**config.mk**
```make
export PLATFORM = sky130hd
export DESIGN_NAME = pesc_regs
export DESIGN_NICKNAME = d
export VERILOG_FILES = /design/src/logic/pesc_pkg.sv /design/src/logic/pesc_regs.sv
export SDC_FILE = /design/constraint.sdc
export NUM_CORES = 1
export LEC_CHECK = 0
export ABC_AREA = 1
export BUFFER_PORTS_ARGS = -buffer_cell sky130_fd_sc_hd__buf_2
export CORE_ASPECT_RATIO = 0.8
export CORE_UTILIZATION = 40
export CTS_CLUSTER_DIAMETER = 120
export DETAILED_ROUTE_END_ITERATION = 8
export PLACE_DENSITY_LB_ADDON = 0.05
export RECOVER_POWER = 25
export SYNTH_ARGS = -nofsm -noshare
export SYNTH_HDL_FRONTEND = slang
export SYNTH_SLANG_ARGS = --single-unit
```
**constraint.sdc**
```tcl
create_clock -name sys_clk -period 2.07 [get_ports sys_clk]
set_input_delay 0 -clock sys_clk [delete_from_list [all_inputs] [get_ports sys_clk]]
set_output_delay 0 -clock sys_clk [all_outputs]
set_load 0.02 [all_outputs]
```
**src/logic/pesc_pkg.sv**
```systemverilog
// Constants, field layout and carrier types of the extended status and
// configuration register pair.
// Assumes a single 100 MHz clock domain and a 32-bit Avalon-MM slave.
package pesc_pkg;

    // Register indices; the byte address is four times the index.
    localparam logic [5:0] IDX_CTRL_TWO = 6'h1a;
    localparam logic [5:0] IDX_EXT_STATUS = 6'h1b;
    localparam int ADDR_W = 8;
    localparam int IDX_LSB = 2;

    // Field positions of the control-two register.
    localparam int AMP_LSB = 0;
    localparam int AMP_MSB = 2;

    // Field positions of the extended status register.
    localparam int ST_AUTOSEL_OFF = 15;
    localparam int ST_RESERVED = 14;
    localparam int ST_RESOLUTION = 13;
    localparam int ST_BYP_EN = 12;
    localparam int ST_BYP_STAT = 11;
    localparam int ST_IRQ_POL = 10;
    localparam int ST_AMRS_OFF = 9;
    localparam int ST_HYST_LSB = 5;
    localparam int ST_HYST_MSB = 8;
    localparam int ST_DTE = 4;
    localparam int ST_MODE_LSB = 0;
    localparam int ST_MODE_MSB = 3;

    // Reset values.
    localparam logic [2:0] AMP_RST = 3'h2;
    localparam logic [3:0] HYST_RST = 4'h4;
    localparam logic AMRS_RST = 1'b0;
    localparam logic [15:0] REG_ZERO = 16'h0000;

    // Output swing in millivolts: base at code zero plus one step per code.
    localparam logic [15:0] AMP100_BASE_MV = 16'h01f4;
    localparam logic [15:0] AMP150_BASE_MV = 16'h026c;
    localparam logic [15:0] AMP_STEP_MV = 16'h0064;

    // Hardware configuration mode codes.
    localparam logic [3:0] MODE_SGMII_CLK = 4'h0;
    localparam logic [3:0] MODE_SGMII_NOCLK = 4'h4;
    localparam logic [3:0] MODE_X_AN = 4'h8;
    localparam logic [3:0] MODE_X_NOAN = 4'hc;
    localparam logic [3:0] MODE_RTBI_CU = 4'h9;
    localparam logic [3:0] MODE_TBI_CU = 4'hd;
    localparam logic [3:0] MODE_GMII_FIBER = 4'h7;
    localparam logic [3:0] MODE_GMII_CU = 4'hf;
    localparam logic [3:0] MODE_RGMII_CU = 4'hb;
    localparam logic [3:0] MODE_RGMII_FIBER = 4'h3;

    // Timing.
    localparam longint CLK_HZ = 64'h0000_0000_05f5_e100;
    localparam longint DTE_STEP_S = 64'h0000_0000_0000_0005;
    localparam int unsigned DTE_STEP_CYCLES = 32'(DTE_STEP_S * CLK_HZ);
    localparam logic [1:0] STRAP_SETTLE = 2'h2;

    typedef enum logic [2:0] {
        PESC_IF_SGMII,
        PESC_IF_1000X,
        PESC_IF_RTBI,
        PESC_IF_TBI,
        PESC_IF_GMII,
        PESC_IF_RGMII,
        PESC_IF_NONE
    } pesc_mac_if_t;

    typedef struct packed {
        pesc_mac_if_t mac_if;
        logic fiber;
        logic serial_an;
        logic serial_clk;
        logic reserved;
    } pesc_path_t;

    typedef struct packed {
        logic autosel_off;
        logic bypass_en;
        logic irq_pol_low;
        logic [3:0] mode;
    } pesc_disr_t;

endpackage : pesc_pkg

```
**src/logic/pesc_regs.sv**
```systemverilog
// Extended status and configuration register pair with its control logic.
// Assumes straps and link pins are asynchronous, while sw_reset and
// irq_event come from logic on sys_clk.
//
// What this block does
// - 3-bit amplitude, reset 010, gives 0.50V to 1.20V into 100 ohm.
// - Same codes give 0.62V to 1.32V into 150 ohm, 0.10V steps.
// - Status bit 15 set disables fiber/copper media auto-selection.
// - Auto-selection disable bit loads its strap level on hardware reset.
// - Disruptive fields written take effect only after a software reset.
// - Read-only bit 13 shows resolved medium, one fiber, zero copper.
// - Bypass enable defaults one for modes 0111, 0011, 1000, else strap.
// - Bit 11 set when serial link came up by bypass timer expiry.
// - SGMII bypass link-up restarts copper negotiation, advertising gigabit.
// - While bypass status is one, the fiber negotiation-done bit reads zero.
// - Bit 9, reset zero, disables automatic medium register selection.
// - Hysteresis field, reset 0x4, delays dropped DTE report code times 5s.
// - Read-only bit 4 shows link partner needs DTE power.
// - Mode field bits 3 to 0 load the mode straps on hardware reset.
// - Modes 0000, 0100, 1000, 1100 select SGMII or 1000BASE-X to copper.
// - Mode 1001 selects reduced ten-bit, 1101 full ten-bit, to copper.
// - Mode 0111 GMII fiber, 1111 GMII copper, 1011 RGMII copper.
//
// Design decision made here: the Avalon-MM interface to the registers.
`timescale 1ns/1ps
`default_nettype none

module pesc_regs #(
    parameter int unsigned DTE_STEP_CYCLES = pesc_pkg::DTE_STEP_CYCLES
) (
    input wire logic sys_clk,
    input wire logic rst_n,
    input wire logic [7:0] avs_address,
    input wire logic avs_read,
    input wire logic avs_write,
    input wire logic [31:0] avs_writedata,
    input wire logic [3:0] avs_byteenable,
    output logic [31:0] avs_readdata,
    output logic avs_waitrequest,
    input wire logic sw_reset,
    input wire logic irq_event,
    input wire logic media_autoselect_off_strap,
    input wire logic irq_polarity_strap,
    input wire logic bypass_en_strap,
    input wire logic [3:0] hw_config_mode,
    input wire logic link_up,
    input wire logic medium_fiber,
    input wire logic serdes_link_up,
    input wire logic serdes_bypass_used,
    input wire logic fiber_an_done,
    input wire logic dte_power_need,
    output logic [2:0] amp_code,
    output logic [15:0] amp_100_mv,
    output logic [15:0] amp_150_mv,
    output logic media_autoselect_off,
    output logic auto_medium_reg_sel_off,
    output logic irq_out,
    output pesc_pkg::pesc_path_t path_cfg,
    output logic copper_an_restart,
    output logic copper_adv_gig_only,
    output logic fiber_an_done_report,
    output logic dte_power_status
);

    // Swing in millivolts for a given base and amplitude code.
    function automatic logic [15:0] amp_mv(input logic [15:0] base,
                                           input logic [2:0] code);
        amp_mv = 16'(base + pesc_pkg::AMP_STEP_MV * 16'(code));
    endfunction : amp_mv

    // Media path and MAC interface picked by a configuration mode code.
    function automatic pesc_pkg::pesc_path_t decode_mode(
        input logic [3:0] mode);
        pesc_pkg::pesc_path_t p;
        p = '{mac_if: pesc_pkg::PESC_IF_NONE, fiber: 1'b0, serial_an: 1'b0,
              serial_clk: 1'b0, reserved: 1'b0};
        unique case (mode)
            pesc_pkg::MODE_SGMII_CLK: begin
                p.mac_if = pesc_pkg::PESC_IF_SGMII;
                p.serial_an = 1'b1;
                p.serial_clk = 1'b1;
            end
            pesc_pkg::MODE_SGMII_NOCLK: begin
                p.mac_if = pesc_pkg::PESC_IF_SGMII;
                p.serial_an = 1'b1;
            end
            pesc_pkg::MODE_X_AN: begin
                p.mac_if = pesc_pkg::PESC_IF_1000X;
                p.serial_an = 1'b1;
            end
            pesc_pkg::MODE_X_NOAN: begin
                p.mac_if = pesc_pkg::PESC_IF_1000X;
            end
            pesc_pkg::MODE_RTBI_CU: begin
                p.mac_if = pesc_pkg::PESC_IF_RTBI;
            end
            pesc_pkg::MODE_TBI_CU: begin
                p.mac_if = pesc_pkg::PESC_IF_TBI;
            end
            pesc_pkg::MODE_GMII_FIBER: begin
                p.mac_if = pesc_pkg::PESC_IF_GMII;
                p.fiber = 1'b1;
            end
            pesc_pkg::MODE_GMII_CU: begin
                p.mac_if = pesc_pkg::PESC_IF_GMII;
            end
            pesc_pkg::MODE_RGMII_CU: begin
                p.mac_if = pesc_pkg::PESC_IF_RGMII;
            end
            pesc_pkg::MODE_RGMII_FIBER: begin
                p.mac_if = pesc_pkg::PESC_IF_RGMII;
                p.fiber = 1'b1;
            end
            default: begin
                p.reserved = 1'b1;
            end
        endcase
        decode_mode = p;
    endfunction : decode_mode

    // True for modes whose bypass enable defaults to one.
    function automatic logic bypass_default(input logic [3:0] mode,
                                            input logic strap);
        bypass_default = (mode == pesc_pkg::MODE_GMII_FIBER) ||
                         (mode == pesc_pkg::MODE_RGMII_FIBER) ||
                         (mode == pesc_pkg::MODE_X_AN) || strap;
    endfunction : bypass_default

    // Two-flop synchroniser for every pin input and strap.
    logic [12:0] sync1_reg;
    logic [12:0] sync2_reg;
    always_ff @(posedge sys_clk or negedge rst_n) begin
        if (!rst_n) begin
            sync1_reg <= 13'h0000;
            sync2_reg <= 13'h0000;
        end else begin
            sync1_reg <= {media_autoselect_off_strap, irq_polarity_strap,
                          bypass_en_strap, hw_config_mode, link_up,
                          medium_fiber, serdes_link_up, serdes_bypass_used,
                          fiber_an_done, dte_power_need};
            sync2_reg <= sync1_reg;
        end
    end

    logic s_autosel;
    logic s_irqpol;
    logic s_byp;
    logic [3:0] s_mode;
    logic s_link;
    logic s_medium;
    logic s_serdes;
    logic s_bypused;
    logic s_andone;
    logic s_dte;
    assign {s_autosel, s_irqpol, s_byp, s_mode, s_link, s_medium, s_serdes,
            s_bypused, s_andone, s_dte} = sync2_reg;

    // Strap capture waits for the synchroniser to fill after reset.
    logic [1:0] strap_cnt_reg;
    logic [1:0] strap_cnt_next;
    logic loaded_reg;
    logic loaded_next;
    logic strap_load;
    always_comb begin
        strap_cnt_next = strap_cnt_reg;
        loaded_next = loaded_reg;
        strap_load = 1'b0;
        if (!loaded_reg) begin
            if (strap_cnt_reg == pesc_pkg::STRAP_SETTLE) begin
                strap_load = 1'b1;
                loaded_next = 1'b1;
            end else begin
                strap_cnt_next = 2'(strap_cnt_reg + 2'h1);
            end
        end
    end
    always_ff @(posedge sys_clk or negedge rst_n) begin
        if (!rst_n) begin
            strap_cnt_reg <= 2'h0;
            loaded_reg <= 1'b0;
        end else begin
            strap_cnt_reg <= strap_cnt_next;
            loaded_reg <= loaded_next;
        end
    end

    // Avalon-MM slave: one wait cycle, then the answer.
    logic ack_reg;
    logic ack_next;
    logic [31:0] rdata_reg;
    logic [31:0] rdata_next;
    logic req;
    logic wr_take;
    logic [5:0] idx;
    assign req = avs_read | avs_write;
    assign avs_waitrequest = req & ~ack_reg;
    assign wr_take = avs_write & ack_reg;
    assign idx = avs_address[pesc_pkg::ADDR_W-1:pesc_pkg::IDX_LSB];
    assign avs_readdata = rdata_reg;

    // Configuration state.
    logic [2:0] amp_reg;
    logic [2:0] amp_next;
    logic amrs_reg;
    logic amrs_next;
    logic [3:0] hyst_reg;
    logic [3:0] hyst_next;
    pesc_pkg::pesc_disr_t shadow_reg;
    pesc_pkg::pesc_disr_t shadow_next;
    pesc_pkg::pesc_disr_t active_reg;
    pesc_pkg::pesc_disr_t active_next;

    // Status state.
    logic res_reg;
    logic res_next;
    logic byp_stat_reg;
    logic byp_stat_next;
    logic serdes_prev_reg;
    logic dte_reg;
    logic dte_next;
    logic [31:0] pre_reg;
    logic [31:0] pre_next;
    logic [3:0] step_reg;
    logic [3:0] step_next;

    logic [15:0] ctrl_two_view;
    logic [15:0] status_view;
    always_comb begin
        ctrl_two_view = pesc_pkg::REG_ZERO;
        ctrl_two_view[pesc_pkg::AMP_MSB:pesc_pkg::AMP_LSB] = amp_reg;
        status_view = pesc_pkg::REG_ZERO;
        status_view[pesc_pkg::ST_AUTOSEL_OFF] = shadow_reg.autosel_off;
        status_view[pesc_pkg::ST_RESOLUTION] = res_reg;
        status_view[pesc_pkg::ST_BYP_EN] = shadow_reg.bypass_en;
        status_view[pesc_pkg::ST_BYP_STAT] = byp_stat_reg;
        status_view[pesc_pkg::ST_IRQ_POL] = shadow_reg.irq_pol_low;
        status_view[pesc_pkg::ST_AMRS_OFF] = amrs_reg;
        status_view[pesc_pkg::ST_HYST_MSB:pesc_pkg::ST_HYST_LSB] = hyst_reg;
        status_view[pesc_pkg::ST_DTE] = dte_reg;
        status_view[pesc_pkg::ST_MODE_MSB:pesc_pkg::ST_MODE_LSB] =
            shadow_reg.mode;
    end

    always_comb begin
        ack_next = req & ~ack_reg & loaded_reg;
        rdata_next = rdata_reg;
        if (avs_read && !ack_reg) begin
            rdata_next = 32'h0000_0000;
            if (idx == pesc_pkg::IDX_CTRL_TWO) begin
                rdata_next[15:0] = ctrl_two_view;
            end else if (idx == pesc_pkg::IDX_EXT_STATUS) begin
                rdata_next[15:0] = status_view;
            end
        end
    end
    always_ff @(posedge sys_clk or negedge rst_n) begin
        if (!rst_n) begin
            ack_reg <= 1'b0;
            rdata_reg <= 32'h0000_0000;
        end else begin
            ack_reg <= ack_next;
            rdata_reg <= rdata_next;
        end
    end

    // Register writes, strap loading and software reset.
    always_comb begin
        amp_next = amp_reg;
        amrs_next = amrs_reg;
        hyst_next = hyst_reg;
        shadow_next = shadow_reg;
        active_next = active_reg;
        if (strap_load) begin
            shadow_next.autosel_off = s_autosel;
            shadow_next.irq_pol_low = s_irqpol;
            shadow_next.mode = s_mode;
            shadow_next.bypass_en = bypass_default(s_mode, s_byp);
            active_next = shadow_next;
        end else begin
            if (wr_take && idx == pesc_pkg::IDX_CTRL_TWO &&
                avs_byteenable[0]) begin
                amp_next = avs_writedata[pesc_pkg::AMP_MSB:pesc_pkg::AMP_LSB];
            end
            if (wr_take && idx == pesc_pkg::IDX_EXT_STATUS) begin
                // Bit 14 is reserved: the write is dropped, it reads zero.
                if (avs_byteenable[1]) begin
                    shadow_next.autosel_off =
                        avs_writedata[pesc_pkg::ST_AUTOSEL_OFF];
                    shadow_next.bypass_en = avs_writedata[pesc_pkg::ST_BYP_EN];
                    shadow_next.irq_pol_low =
                        avs_writedata[pesc_pkg::ST_IRQ_POL];
                    amrs_next = avs_writedata[pesc_pkg::ST_AMRS_OFF];
                    hyst_next[3] = avs_writedata[pesc_pkg::ST_HYST_MSB];
                end
                if (avs_byteenable[0]) begin
                    hyst_next[2:0] =
                        avs_writedata[pesc_pkg::ST_HYST_MSB-1:
                                      pesc_pkg::ST_HYST_LSB];
                    shadow_next.mode =
                        avs_writedata[pesc_pkg::ST_MODE_MSB:
                                      pesc_pkg::ST_MODE_LSB];
                end
            end
            if (sw_reset) begin
                active_next = shadow_reg;
            end
        end
    end
    always_ff @(posedge sys_clk or negedge rst_n) begin
        if (!rst_n) begin
            amp_reg <= pesc_pkg::AMP_RST;
            amrs_reg <= pesc_pkg::AMRS_RST;
            hyst_reg <= pesc_pkg::HYST_RST;
            shadow_reg <= '0;
            active_reg <= '0;
        end else begin
            amp_reg <= amp_next;
            amrs_reg <= amrs_next;
            hyst_reg <= hyst_next;
            shadow_reg <= shadow_next;
            active_reg <= active_next;
        end
    end

    // Medium resolution, bypass status and DTE power hysteresis.
    logic serdes_rise;
    logic sgmii_mode;
    logic bypass_up;
    logic step_tick;
    assign serdes_rise = s_serdes & ~serdes_prev_reg;
    assign sgmii_mode = (active_reg.mode == pesc_pkg::MODE_SGMII_CLK) ||
                        (active_reg.mode == pesc_pkg::MODE_SGMII_NOCLK);
    assign bypass_up = serdes_rise & s_bypused & active_reg.bypass_en;
    assign step_tick = (pre_reg == DTE_STEP_CYCLES - 32'h0000_0001);

    always_comb begin
        res_next = s_link ? s_medium : res_reg;
        byp_stat_next = byp_stat_reg;
        if (serdes_rise) begin
            byp_stat_next = bypass_up;
        end
        dte_next = dte_reg;
        pre_next = pre_reg;
        step_next = step_reg;
        if (s_dte) begin
            dte_next = 1'b1;
            pre_next = 32'h0000_0000;
            step_next = 4'h0;
        end else if (dte_reg) begin
            if (step_reg == hyst_reg) begin
                dte_next = 1'b0;
            end else if (step_tick) begin
                pre_next = 32'h0000_0000;
                step_next = 4'(step_reg + 4'h1);
            end else begin
                pre_next = 32'(pre_reg + 32'h0000_0001);
            end
        end
    end
    always_ff @(posedge sys_clk or negedge rst_n) begin
        if (!rst_n) begin
            res_reg <= 1'b0;
            byp_stat_reg <= 1'b0;
            serdes_prev_reg <= 1'b0;
            dte_reg <= 1'b0;
            pre_reg <= 32'h0000_0000;
            step_reg <= 4'h0;
        end else begin
            res_reg <= res_next;
            byp_stat_reg <= byp_stat_next;
            serdes_prev_reg <= s_serdes;
            dte_reg <= dte_next;
            pre_reg <= pre_next;
            step_reg <= step_next;
        end
    end

    // Registered control outputs driven from the active settings.
    pesc_pkg::pesc_path_t path_reg;
    pesc_pkg::pesc_path_t path_next;
    logic [15:0] mv100_reg;
    logic [15:0] mv100_next;
    logic [15:0] mv150_reg;
    logic [15:0] mv150_next;
    logic irq_reg;
    logic irq_next;
    logic restart_reg;
    logic restart_next;
    logic gig_reg;
    logic gig_next;
    logic andone_reg;
    logic andone_next;
    always_comb begin
        path_next = decode_mode(active_reg.mode);
        mv100_next = amp_mv(pesc_pkg::AMP100_BASE_MV, amp_reg);
        mv150_next = amp_mv(pesc_pkg::AMP150_BASE_MV, amp_reg);
        irq_next = irq_event ^ active_reg.irq_pol_low;
        restart_next = bypass_up & sgmii_mode;
        gig_next = byp_stat_next & sgmii_mode;
        andone_next = s_andone & ~byp_stat_next;
    end
    always_ff @(posedge sys_clk or negedge rst_n) begin
        if (!rst_n) begin
            path_reg <= '{mac_if: pesc_pkg::PESC_IF_NONE, fiber: 1'b0,
                          serial_an: 1'b0, serial_clk: 1'b0, reserved: 1'b0};
            mv100_reg <= 16'h0000;
            mv150_reg <= 16'h0000;
            irq_reg <= 1'b0;
            restart_reg <= 1'b0;
            gig_reg <= 1'b0;
            andone_reg <= 1'b0;
        end else begin
            path_reg <= path_next;
            mv100_reg <= mv100_next;
            mv150_reg <= mv150_next;
            irq_reg <= irq_next;
            restart_reg <= restart_next;
            gig_reg <= gig_next;
            andone_reg <= andone_next;
        end
    end

    assign amp_code = amp_reg;
    assign amp_100_mv = mv100_reg;
    assign amp_150_mv = mv150_reg;
    assign media_autoselect_off = active_reg.autosel_off;
    assign auto_medium_reg_sel_off = amrs_reg;
    assign irq_out = irq_reg;
    assign path_cfg = path_reg;
    assign copper_an_restart = restart_reg;
    assign copper_adv_gig_only = gig_reg;
    assign fiber_an_done_report = andone_reg;
    assign dte_power_status = dte_reg;

endmodule : pesc_regs

`default_nettype wire

```
---- Word-level counts from Yosys, hierarchy flattened ----
Index checks and enable logic that the tools add are counted.
operators by class
  $add $sub $neg .......................... 5
  multiply operators ...................... 1
  eq/ne operators ......................... 18
  multiplexer cells ....................... 28
  bitwise operators ....................... 17
  reductions and logical operators ........ 31
operators with widths
  kind                                                   count
  2-to-1 mux 32 bit                                      4
  adder 32 x 1 -> 32 bit, second input constant          1
  equality test 32 x 29 -> 1 bit, second input constant  1
  2-to-1 mux 16 bit                                      2
  equality test 4 bit, second input constant             7
  2-to-1 mux 7 bit                                       4
  2-to-1 mux 4 bit                                       5
  case mux 3 bit (6 select lines)                        1
  equality test 4 x 3 -> 1 bit, second input constant    3
  equality test 6 x 5 -> 1 bit, second input constant    2
  nonzero test 2 bit                                     6
  adder 10 x 10 -> 11 bit, first input constant          1
  adder 9 x 10 -> 11 bit, first input constant           1
  2-to-1 mux 1 bit                                       11
  AND reduction 2 bit                                    5
  OR reduction 10 bit                                    1
  OR reduction 2 bit                                     5
  bitwise AND 1 bit                                      9
  AND reduction 3 bit                                    3
  equality test 4 x 2 -> 1 bit, second input constant    2
  multiplier 5 x 3 -> 8 bit, first input constant        1
  NOT 1 bit                                              6
  adder 4 x 1 -> 4 bit, second input constant            1
  equality test 4 bit                                    1
  other kinds (11)                                       17
storage, ports and cells
  register bits ........................... 141
  input bits .............................. 63
  output and inout bits ................... 82
  word-level logic and storage cells ...... 135

---- Logic depth before layout (Yosys ltp) ----
Gate-level depths: netlist of run 1.
  depth in word-level cells ............... 7
  mapped depth ............................ 13
  gate-level depth less buffers ........... 12

---- Least setup slack after synthesis of run 1 ----
Ideal clock, no wire load.
  path type ............................... reg-to-reg
  start ................................... register amp_reg[1] (netlist: amp_code[1])
  end ..................................... register mv100_reg[9] (netlist: amp_100_mv[9])
  setup time .............................. 131 ps
  arrival time ............................ 1911 ps
  required time ........................... 1939 ps
  slack ................................... 28 ps
  stages on the path, launching flop included .. 9
  path buffers ............................ 0
  period minus slack after synthesis ...... 2042 ps
  cells stage by stage .................... dfstp_2 -> inv_1 -> ha_1 -> inv_1 -> ha_1 -> ha_1 -> nor2_1 -> o211ai_1 -> xnor2_1
between the ends
  cells in the longest elaborated chain, start to end .. 2
ends and longest elaborated chain
  item                       RTL line          source
  start: declaration         pesc_regs.sv:202  logic [2:0] amp_reg;
  start signal: assignment   pesc_regs.sv:311  amp_reg <= pesc_pkg::AMP_RST;
  start signal: assignment   pesc_regs.sv:317  amp_reg <= amp_next;
  multiplier 5 x 3 -> 8 bit  pesc_regs.sv:68   amp_mv = 16'(base + pesc_pkg::AMP_STEP_MV * 16'(code));
  adder 9 x 10 -> 11 bit     pesc_regs.sv:68
  net mv100_next[9]          pesc_regs.sv:382  logic [15:0] mv100_next;
  end signal: assignment     pesc_regs.sv:414  mv100_reg <= mv100_next;
  end: declaration           pesc_regs.sv:381  logic [15:0] mv100_reg;
The timed path passes the listed nets, and every way through them passes these cells.
A chain may end at the register's enable or synchronous reset.

---- Worst setup path after layout of run 1 ----
Ends and elaborated chain as after synthesis.

==> results.cfg, run 1 <==
[finish]
final_area_sq_um = 8068
final_cell_mix = 204 x nand2_1, 131 x dfrtp_1, 90 x nor2_1
area_delta_synth_final_pct = 23.83
fin_util_pct = 50.90
final_common_cell = nand2_1
diodes = 0
num-nets-final = 987
num-fill-cells = 1516
largest_reg_flops = 32
drive_gt1_share_pct = 17.75

[global_routing]
gr-usage-met2_pct = 28.37
antenna_found_initial = 0
grt-busiest-layer = met1
overflow = 0
track_usage_pct = 20.23
use_met1_pct = 30.63
grt_pass1_wl_mm = 25.67
groute.layer.met3.usage_pct = 5.125
grt_pass1_vias = 5071
grt_max_degree = 62

[floorplanning]
num_rows = 41
dieArea_sq_um = 16810
start_util_pct = 41.10
die_h_um = 116.2
design.portCount = 145
die_w_um = 144.7
core_area_sq_um = 15850

[timing]
skew_ps = 10.65
finalSetupViolations = 0
setup_tns_ps = 0
hold_slack_ps = 39.02
fin_crit_sh_pct = 94.45
hold_violations = 0
finalCriticalPeriod_ps = 1955
rsz0062_at_grt = no
finalMaxSlewViolations = 0
fmax_mhz = 511.5
tightestPinTransition_ps = 1075
relSlewSlack_pct = 28.33

[synthesis]
synthTopCellsByArea = dfrtp_1 50%, nand2_1 12%, nor2_1 5.2%, nand3_1 4.5%, inv_1 4.3%
synth_top_area_cell = dfrtp_1
yosysUniqueCellTypes = 36
yosys_warnings = 0
ys_ff_latch = 135
synth_area_sq_um = 6515
synthCells = 773
synth_edf_count = 0
synth_flop_cell = dfrtp_1
async_reset_ff_share_pct = 100.0
yosysSeqAreaShare_pct = 51.93
syn_area_per_cell_sq_um = 8.428
yosysTopAreaCellShare_pct = 50.32

[drt]
postRouteAntennaNets = 0
drt_wl_total_mm = 15.58
drt-initial-drc-count = 406
first_pass_iters = 5
routedWlPerCell_um = 13.67
drcViolationCount = 0
vias = 5452
routed_via_density = 4.787

[flow_run]
drv_cap = 0

[power_and_ir_drop]
leakagePower_nw = 4.030
power_density_nw_per_um2 = 807.6
ir_drop_mv = 0.6608

[critical_path]
crit_chain = inv_1 > ha_1 > inv_1 > ha_1 > ha_1 > nor2_2 > o211ai_1 > xnor2_1
critPathMaxFanout = 4
cpMostUsedCell = ha_1
slowest_stage = dfstp_2
cp_top_family = adder cells
endpoint_kind = flop
path_class = flop to flop
cp.arrival_ps = 2240
startpoint_type = flop
cp_num_buf_inv = 2
required_ps = 2350
max_stage_delay_ps = 520

[clock_tree]
clock-root-buffer = clkbuf_16
cts_tree = built
numClockSinks = 135
worstSkewPairLatency_ps = 420
path_clk_slew_ps = 60
cts-buffers-inserted = 17
clock_tree.buffer_depth = 2
h-tree-depth = 4

[place]
place_area_sq_um = 7179
port_buffers = 89
hpwl_mm = 11.45
gp_congestion = 0.8986

[hold_path]
min-delay-path-class = input port to flop

[run_status]
outcome = finished, final reports clean
-- path summary, 6_finish.rpt --
path	from	end	slack, ps	depth (start not counted)
setup / recovery	amp_code[1]	amp_100_mv[9]	110	8
hold / removal	avs_address[2]	avs_readdata[0]	40	5
min in group asynchronous	rst_n	avs_readdata[2]	330	2
hold reg to reg	sync1_reg[5]	sync2_reg[5]	340	0
setup reg to reg	amp_code[1]	amp_100_mv[9]	110	8
max in group asynchronous	rst_n	avs_readdata[9]	400	3
-- repair_timing --
action,in CTS,in global routing
hold endpoints to repair,140,0
endpoints found under the setup margin,0,1
setup buffers,0,0
hold buffers,32,0
resized for setup,0,1
-- per-layer routing --
layer	part of all wire [%]	vias to the layer above	wire length, um
met5	0	-	0
met2	41	186	6441
met4	0.89	0	138
met1	52	2571	8059
met3	6.0	9	935
li1	-	2686	-
-- Yosys cell counts, types with 3 or more instances --
library cell / instances
nand2_1: 204
dfrtp_1: 131
nor2_1: 91
inv_1: 75
nand3_1: 58
o21ai_0: 39
buf_4: 32
nand4_1: 26
xor2_1: 17
ha_1: 13
clkbuf_1: 10
nor3_1: 10
a21oi_1: 9
o211ai_1: 6
buf_2: 5
nand2_4: 5
a31oi_1: 4
dfstp_2: 4
inv_2: 4
mux2_2: 4
xnor2_1: 4
nand2_2: 3
-- through the flow --
step | total power [mW] | instances | worst slack, ps
floorplan | 3.316 | 803 | 28.43
global placement | 3.535 | 1075 | 116.3
detailed placement | 3.543 | 1075 | 84.94
CTS | 6.608 | 1139 | 70.35
global route | 6.800 | 1139 | 29.02
finish | 6.516 | 1139 | 114.9
-- worst reg2reg max path: stages, from the launching register on --
cell      delay (ps)
dfstp_2          520
inv_1             70
ha_1             280
inv_1             40
ha_1             170
ha_1             330
nor2_2           170
o211ai_1         120
xnor2_1          140
-- layout make-up --
type                    instances  area (sq um)  share of cell area, %
clock buffers                  19         442.9                  5.490
well taps                     215         269.0                  3.334
repair buffers                139         909.6                  11.27
flip-flops and latches        135          3383                  41.94
multi-input cells             539          2621                  32.49
inverters                      79         296.5                  3.676
clock inverters                13         145.1                  1.799
-- kinds of logic (layout without fill, tap and decap cells) --
family          after synthesis  in the layout  share of synthesized area, %
compound gates               60             60                         4.993
simple gates                410            410                         27.41
buf+inv                     129            250                         9.602
xor+xnor                     21             21                         2.823
fa+ha+maj                    13             13                         2.497
mux                           4              4                        0.6913
other cells                   1             31                       0.05756
flops                       135            135                         51.93
-- report_power, final --
part           total (mW)  leakage, nW  switching (mW)  internal, mW
clock                2.99        0.281            1.17          1.82
sequential           2.86         1.69          0.0703          2.79
combinational       0.671         2.06           0.445         0.225
total                6.52         4.03            1.68          4.83
Power figures use the tool's default switching activity.
==> run 2: changes to the inputs <==
--- a/config.mk
+++ b/config.mk
@@ -6,13 +6,14 @@
 export NUM_CORES = 1
 export LEC_CHECK = 0
 export ABC_AREA = 1
-export BUFFER_PORTS_ARGS = -buffer_cell sky130_fd_sc_hd__buf_2
+export BUFFER_PORTS_ARGS = -buffer_cell sky130_fd_sc_hd__clkbuf_2
 export CORE_ASPECT_RATIO = 0.8
 export CORE_UTILIZATION = 40
 export CTS_CLUSTER_DIAMETER = 120
 export DETAILED_ROUTE_END_ITERATION = 8
 export PLACE_DENSITY_LB_ADDON = 0.05
 export RECOVER_POWER = 25
+export SLEW_MARGIN = 20
 export SYNTH_ARGS = -nofsm -noshare
 export SYNTH_HDL_FRONTEND = slang
 export SYNTH_SLANG_ARGS = --single-unit
==> run 2 against run 1 <==
First-iteration DRC count shrank 7.9%. Worst hold slack got worse by 15 ps. Sequential power about the same. Global-route usage up 0.52 points. Power grew 4.8%. Clock skew decreased by 1.0 ps. Register-to-register slack hardly changed. Utilization up 0.61 points. Flip-flop and latch count did not move. Largest cell class unchanged. Highest routed layer unchanged.
==> results.cfg, run 2 (same netlist as run 1, synthesis figures left out) <==
[run_status]
outcome = finished, final reports clean

[finish]
final_cell_mix = 204 x nand2_1, 131 x dfrtp_1, 90 x nor2_1
drive_gt1_share_pct = 18.32
largest_reg_flops = 32
num-fill-cells = 1517
area_delta_synth_final_pct = 25.31
diodes = 0
final_common_cell = nand2_1
num-nets-final = 991

[critical_path]
cp.arrival_ps = 2260
path_class = flop to flop
cp_top_family = adder cells
slowest_stage = dfstp_2
endpoint_kind = flop
max_stage_delay_ps = 520
cpMostUsedCell = ha_1
required_ps = 2370
critPathMaxFanout = 4
startpoint_type = flop
crit_chain = inv_1 > ha_1 > inv_1 > ha_1 > ha_1 > nor2_2 > o211ai_1 > xnor2_1
cp_num_buf_inv = 2

[drt]
routedWlPerCell_um = 13.92
wl_met2_mm = 6.533
wl_met1_mm = 8.317
postRouteAntennaNets = 0
drcViolationCount = 0
drt_wl_total_mm = 15.91
top_layer_used = met4
met3_length_um = 927
first_pass_iters = 5
vias = 5440
routed_via_density = 4.759
drt-initial-drc-count = 374

[floorplanning]
dieArea_sq_um = 16810
design.portCount = 145
core_area_sq_um = 15850
num_rows = 41
start_util_pct = 41.10
die_h_um = 116.2
die_w_um = 144.7

[global_routing]
antenna_found_initial = 0
grt_max_degree = 51
grt_pass1_wl_mm = 25.96
overflow = 0
track_usage_pct = 20.75
grt_pass1_vias = 5012

[timing]
rsz0062_at_grt = yes
setup_slack_ps = 111.8
fmax_mhz = 510.7
skew_ps = 9.648
relSlewSlack_pct = 18.79
finalSetupViolations = 0
finalMaxSlewViolations = 0
setup_tns_ps = 0
tightestPinTransition_ps = 1218
finalCriticalPeriod_ps = 1958
hold_violations = 0
fin_crit_sh_pct = 94.60

[clock_tree]
cts_tree = built
clock_tree.buffer_depth = 2
worstSkewPairLatency_ps = 420
h-tree-depth = 4
path_clk_slew_ps = 60
numClockSinks = 135
cts-buffers-inserted = 17
clock-root-buffer = clkbuf_16

[power_and_ir_drop]
leakagePower_nw = 4.083
ir_drop_mv = 0.5392
power_density_nw_per_um2 = 836.5

[flow_run]
drv_cap = 0

[place]
port_buffers = 89
hpwl_mm = 11.76
gp_congestion = 0.8846
place_ws_ps = 63.08

[hold_path]
min-delay-path-class = input port to flop
[run 2: changes by cell type in the layout (fill, tap and decap cells not counted), moves of 2 or more]
cell	before	now
buf_2	88	0
clkbuf_2	1	89
buf_4	16	21
clkinv_4	1	4
bufinv_16	2	4
clkbuf_1	2	0
clkinvlp_4	3	1
inv_6	5	3
inv_8	0	2
[run 2: repair_timing]
action / CTS / global route
setup buffers: 0 / 0
resized for setup: 0 / 2
hold endpoints to repair: 172 / 0
endpoints found under the setup margin: 0 / 4
hold buffers: 32 / 0
[run 2: final timing paths]
kind / endpoint / depth (start not counted) / slack [ps] / startpoint
max: amp_100_mv[9] / 8 / 110 / amp_code[1]
min: avs_readdata[2] / 5 / 20 / avs_address[2]
max reg2reg: amp_100_mv[9] / 8 / 110 / amp_code[1]
min reg2reg: sync2_reg[2] / 0 / 350 / sync1_reg[2]
max in group asynchronous: pre_reg[28] / 3 / 770 / rst_n
min in group asynchronous: amp_100_mv[2] / 2 / 380 / rst_n
[run 2: cell type report]
class | count | area, sq um | share of cell area [%]
clock buffers | 17 | 425.4 | 5.211
clock inverters | 15 | 216.5 | 2.651
repair buffers | 143 | 943.4 | 11.56
inverters | 79 | 296.5 | 3.632
flip-flops and latches | 135 | 3383 | 41.44
well taps | 215 | 269.0 | 3.295
multi-input cells | 539 | 2630 | 32.21
[run 2: worst min-delay path, delay by kind of cell]
kind | cells | cell delay (ps)
AND/OR/NAND/NOR | 2 | 110
AO/OA/AOI/OAI | 1 | 60
buffers and inverters | 2 | 230
[run 2: where the power goes]
group | leakage (nW) | switching [mW] | total (mW) | internal, mW
Sequential | 1.69 | 0.0737 | 2.86 | 2.79
Clock | 0.312 | 1.24 | 3.29 | 2.05
Combinational | 2.08 | 0.447 | 0.678 | 0.232
Total | 4.08 | 1.76 | 6.83 | 5.07
[run 2: layer usage]
metal  vias to the layer above  track usage [%]
met5                         -                0
met4                         0            5.474
met3                         8            5.781
met2                       162            29.20
met1                      2565            31.15
li1                       2705                -
[run 2: through the flow]
| step | utilization [%] | cells | total power [mW] | hold WS [ps] | cell area (sq um) |
|---|---|---|---|---|---|
| final | 51.50 | 1143 | 6.829 | 23.52 | 8164 |
| after global routing | 51.50 | 1143 | 7.115 | 26.24 | 8164 |
| after CTS | 51.47 | 1143 | 6.903 | 13.97 | 8159 |
| after detailed placement | 45.40 | 1079 | 3.548 | -29.72 | 7197 |
| after global placement | 45.40 | 1079 | 3.540 | -31.78 | 7197 |
| after floorplan | - | 803 | 3.316 | -295.6 | 6628 |
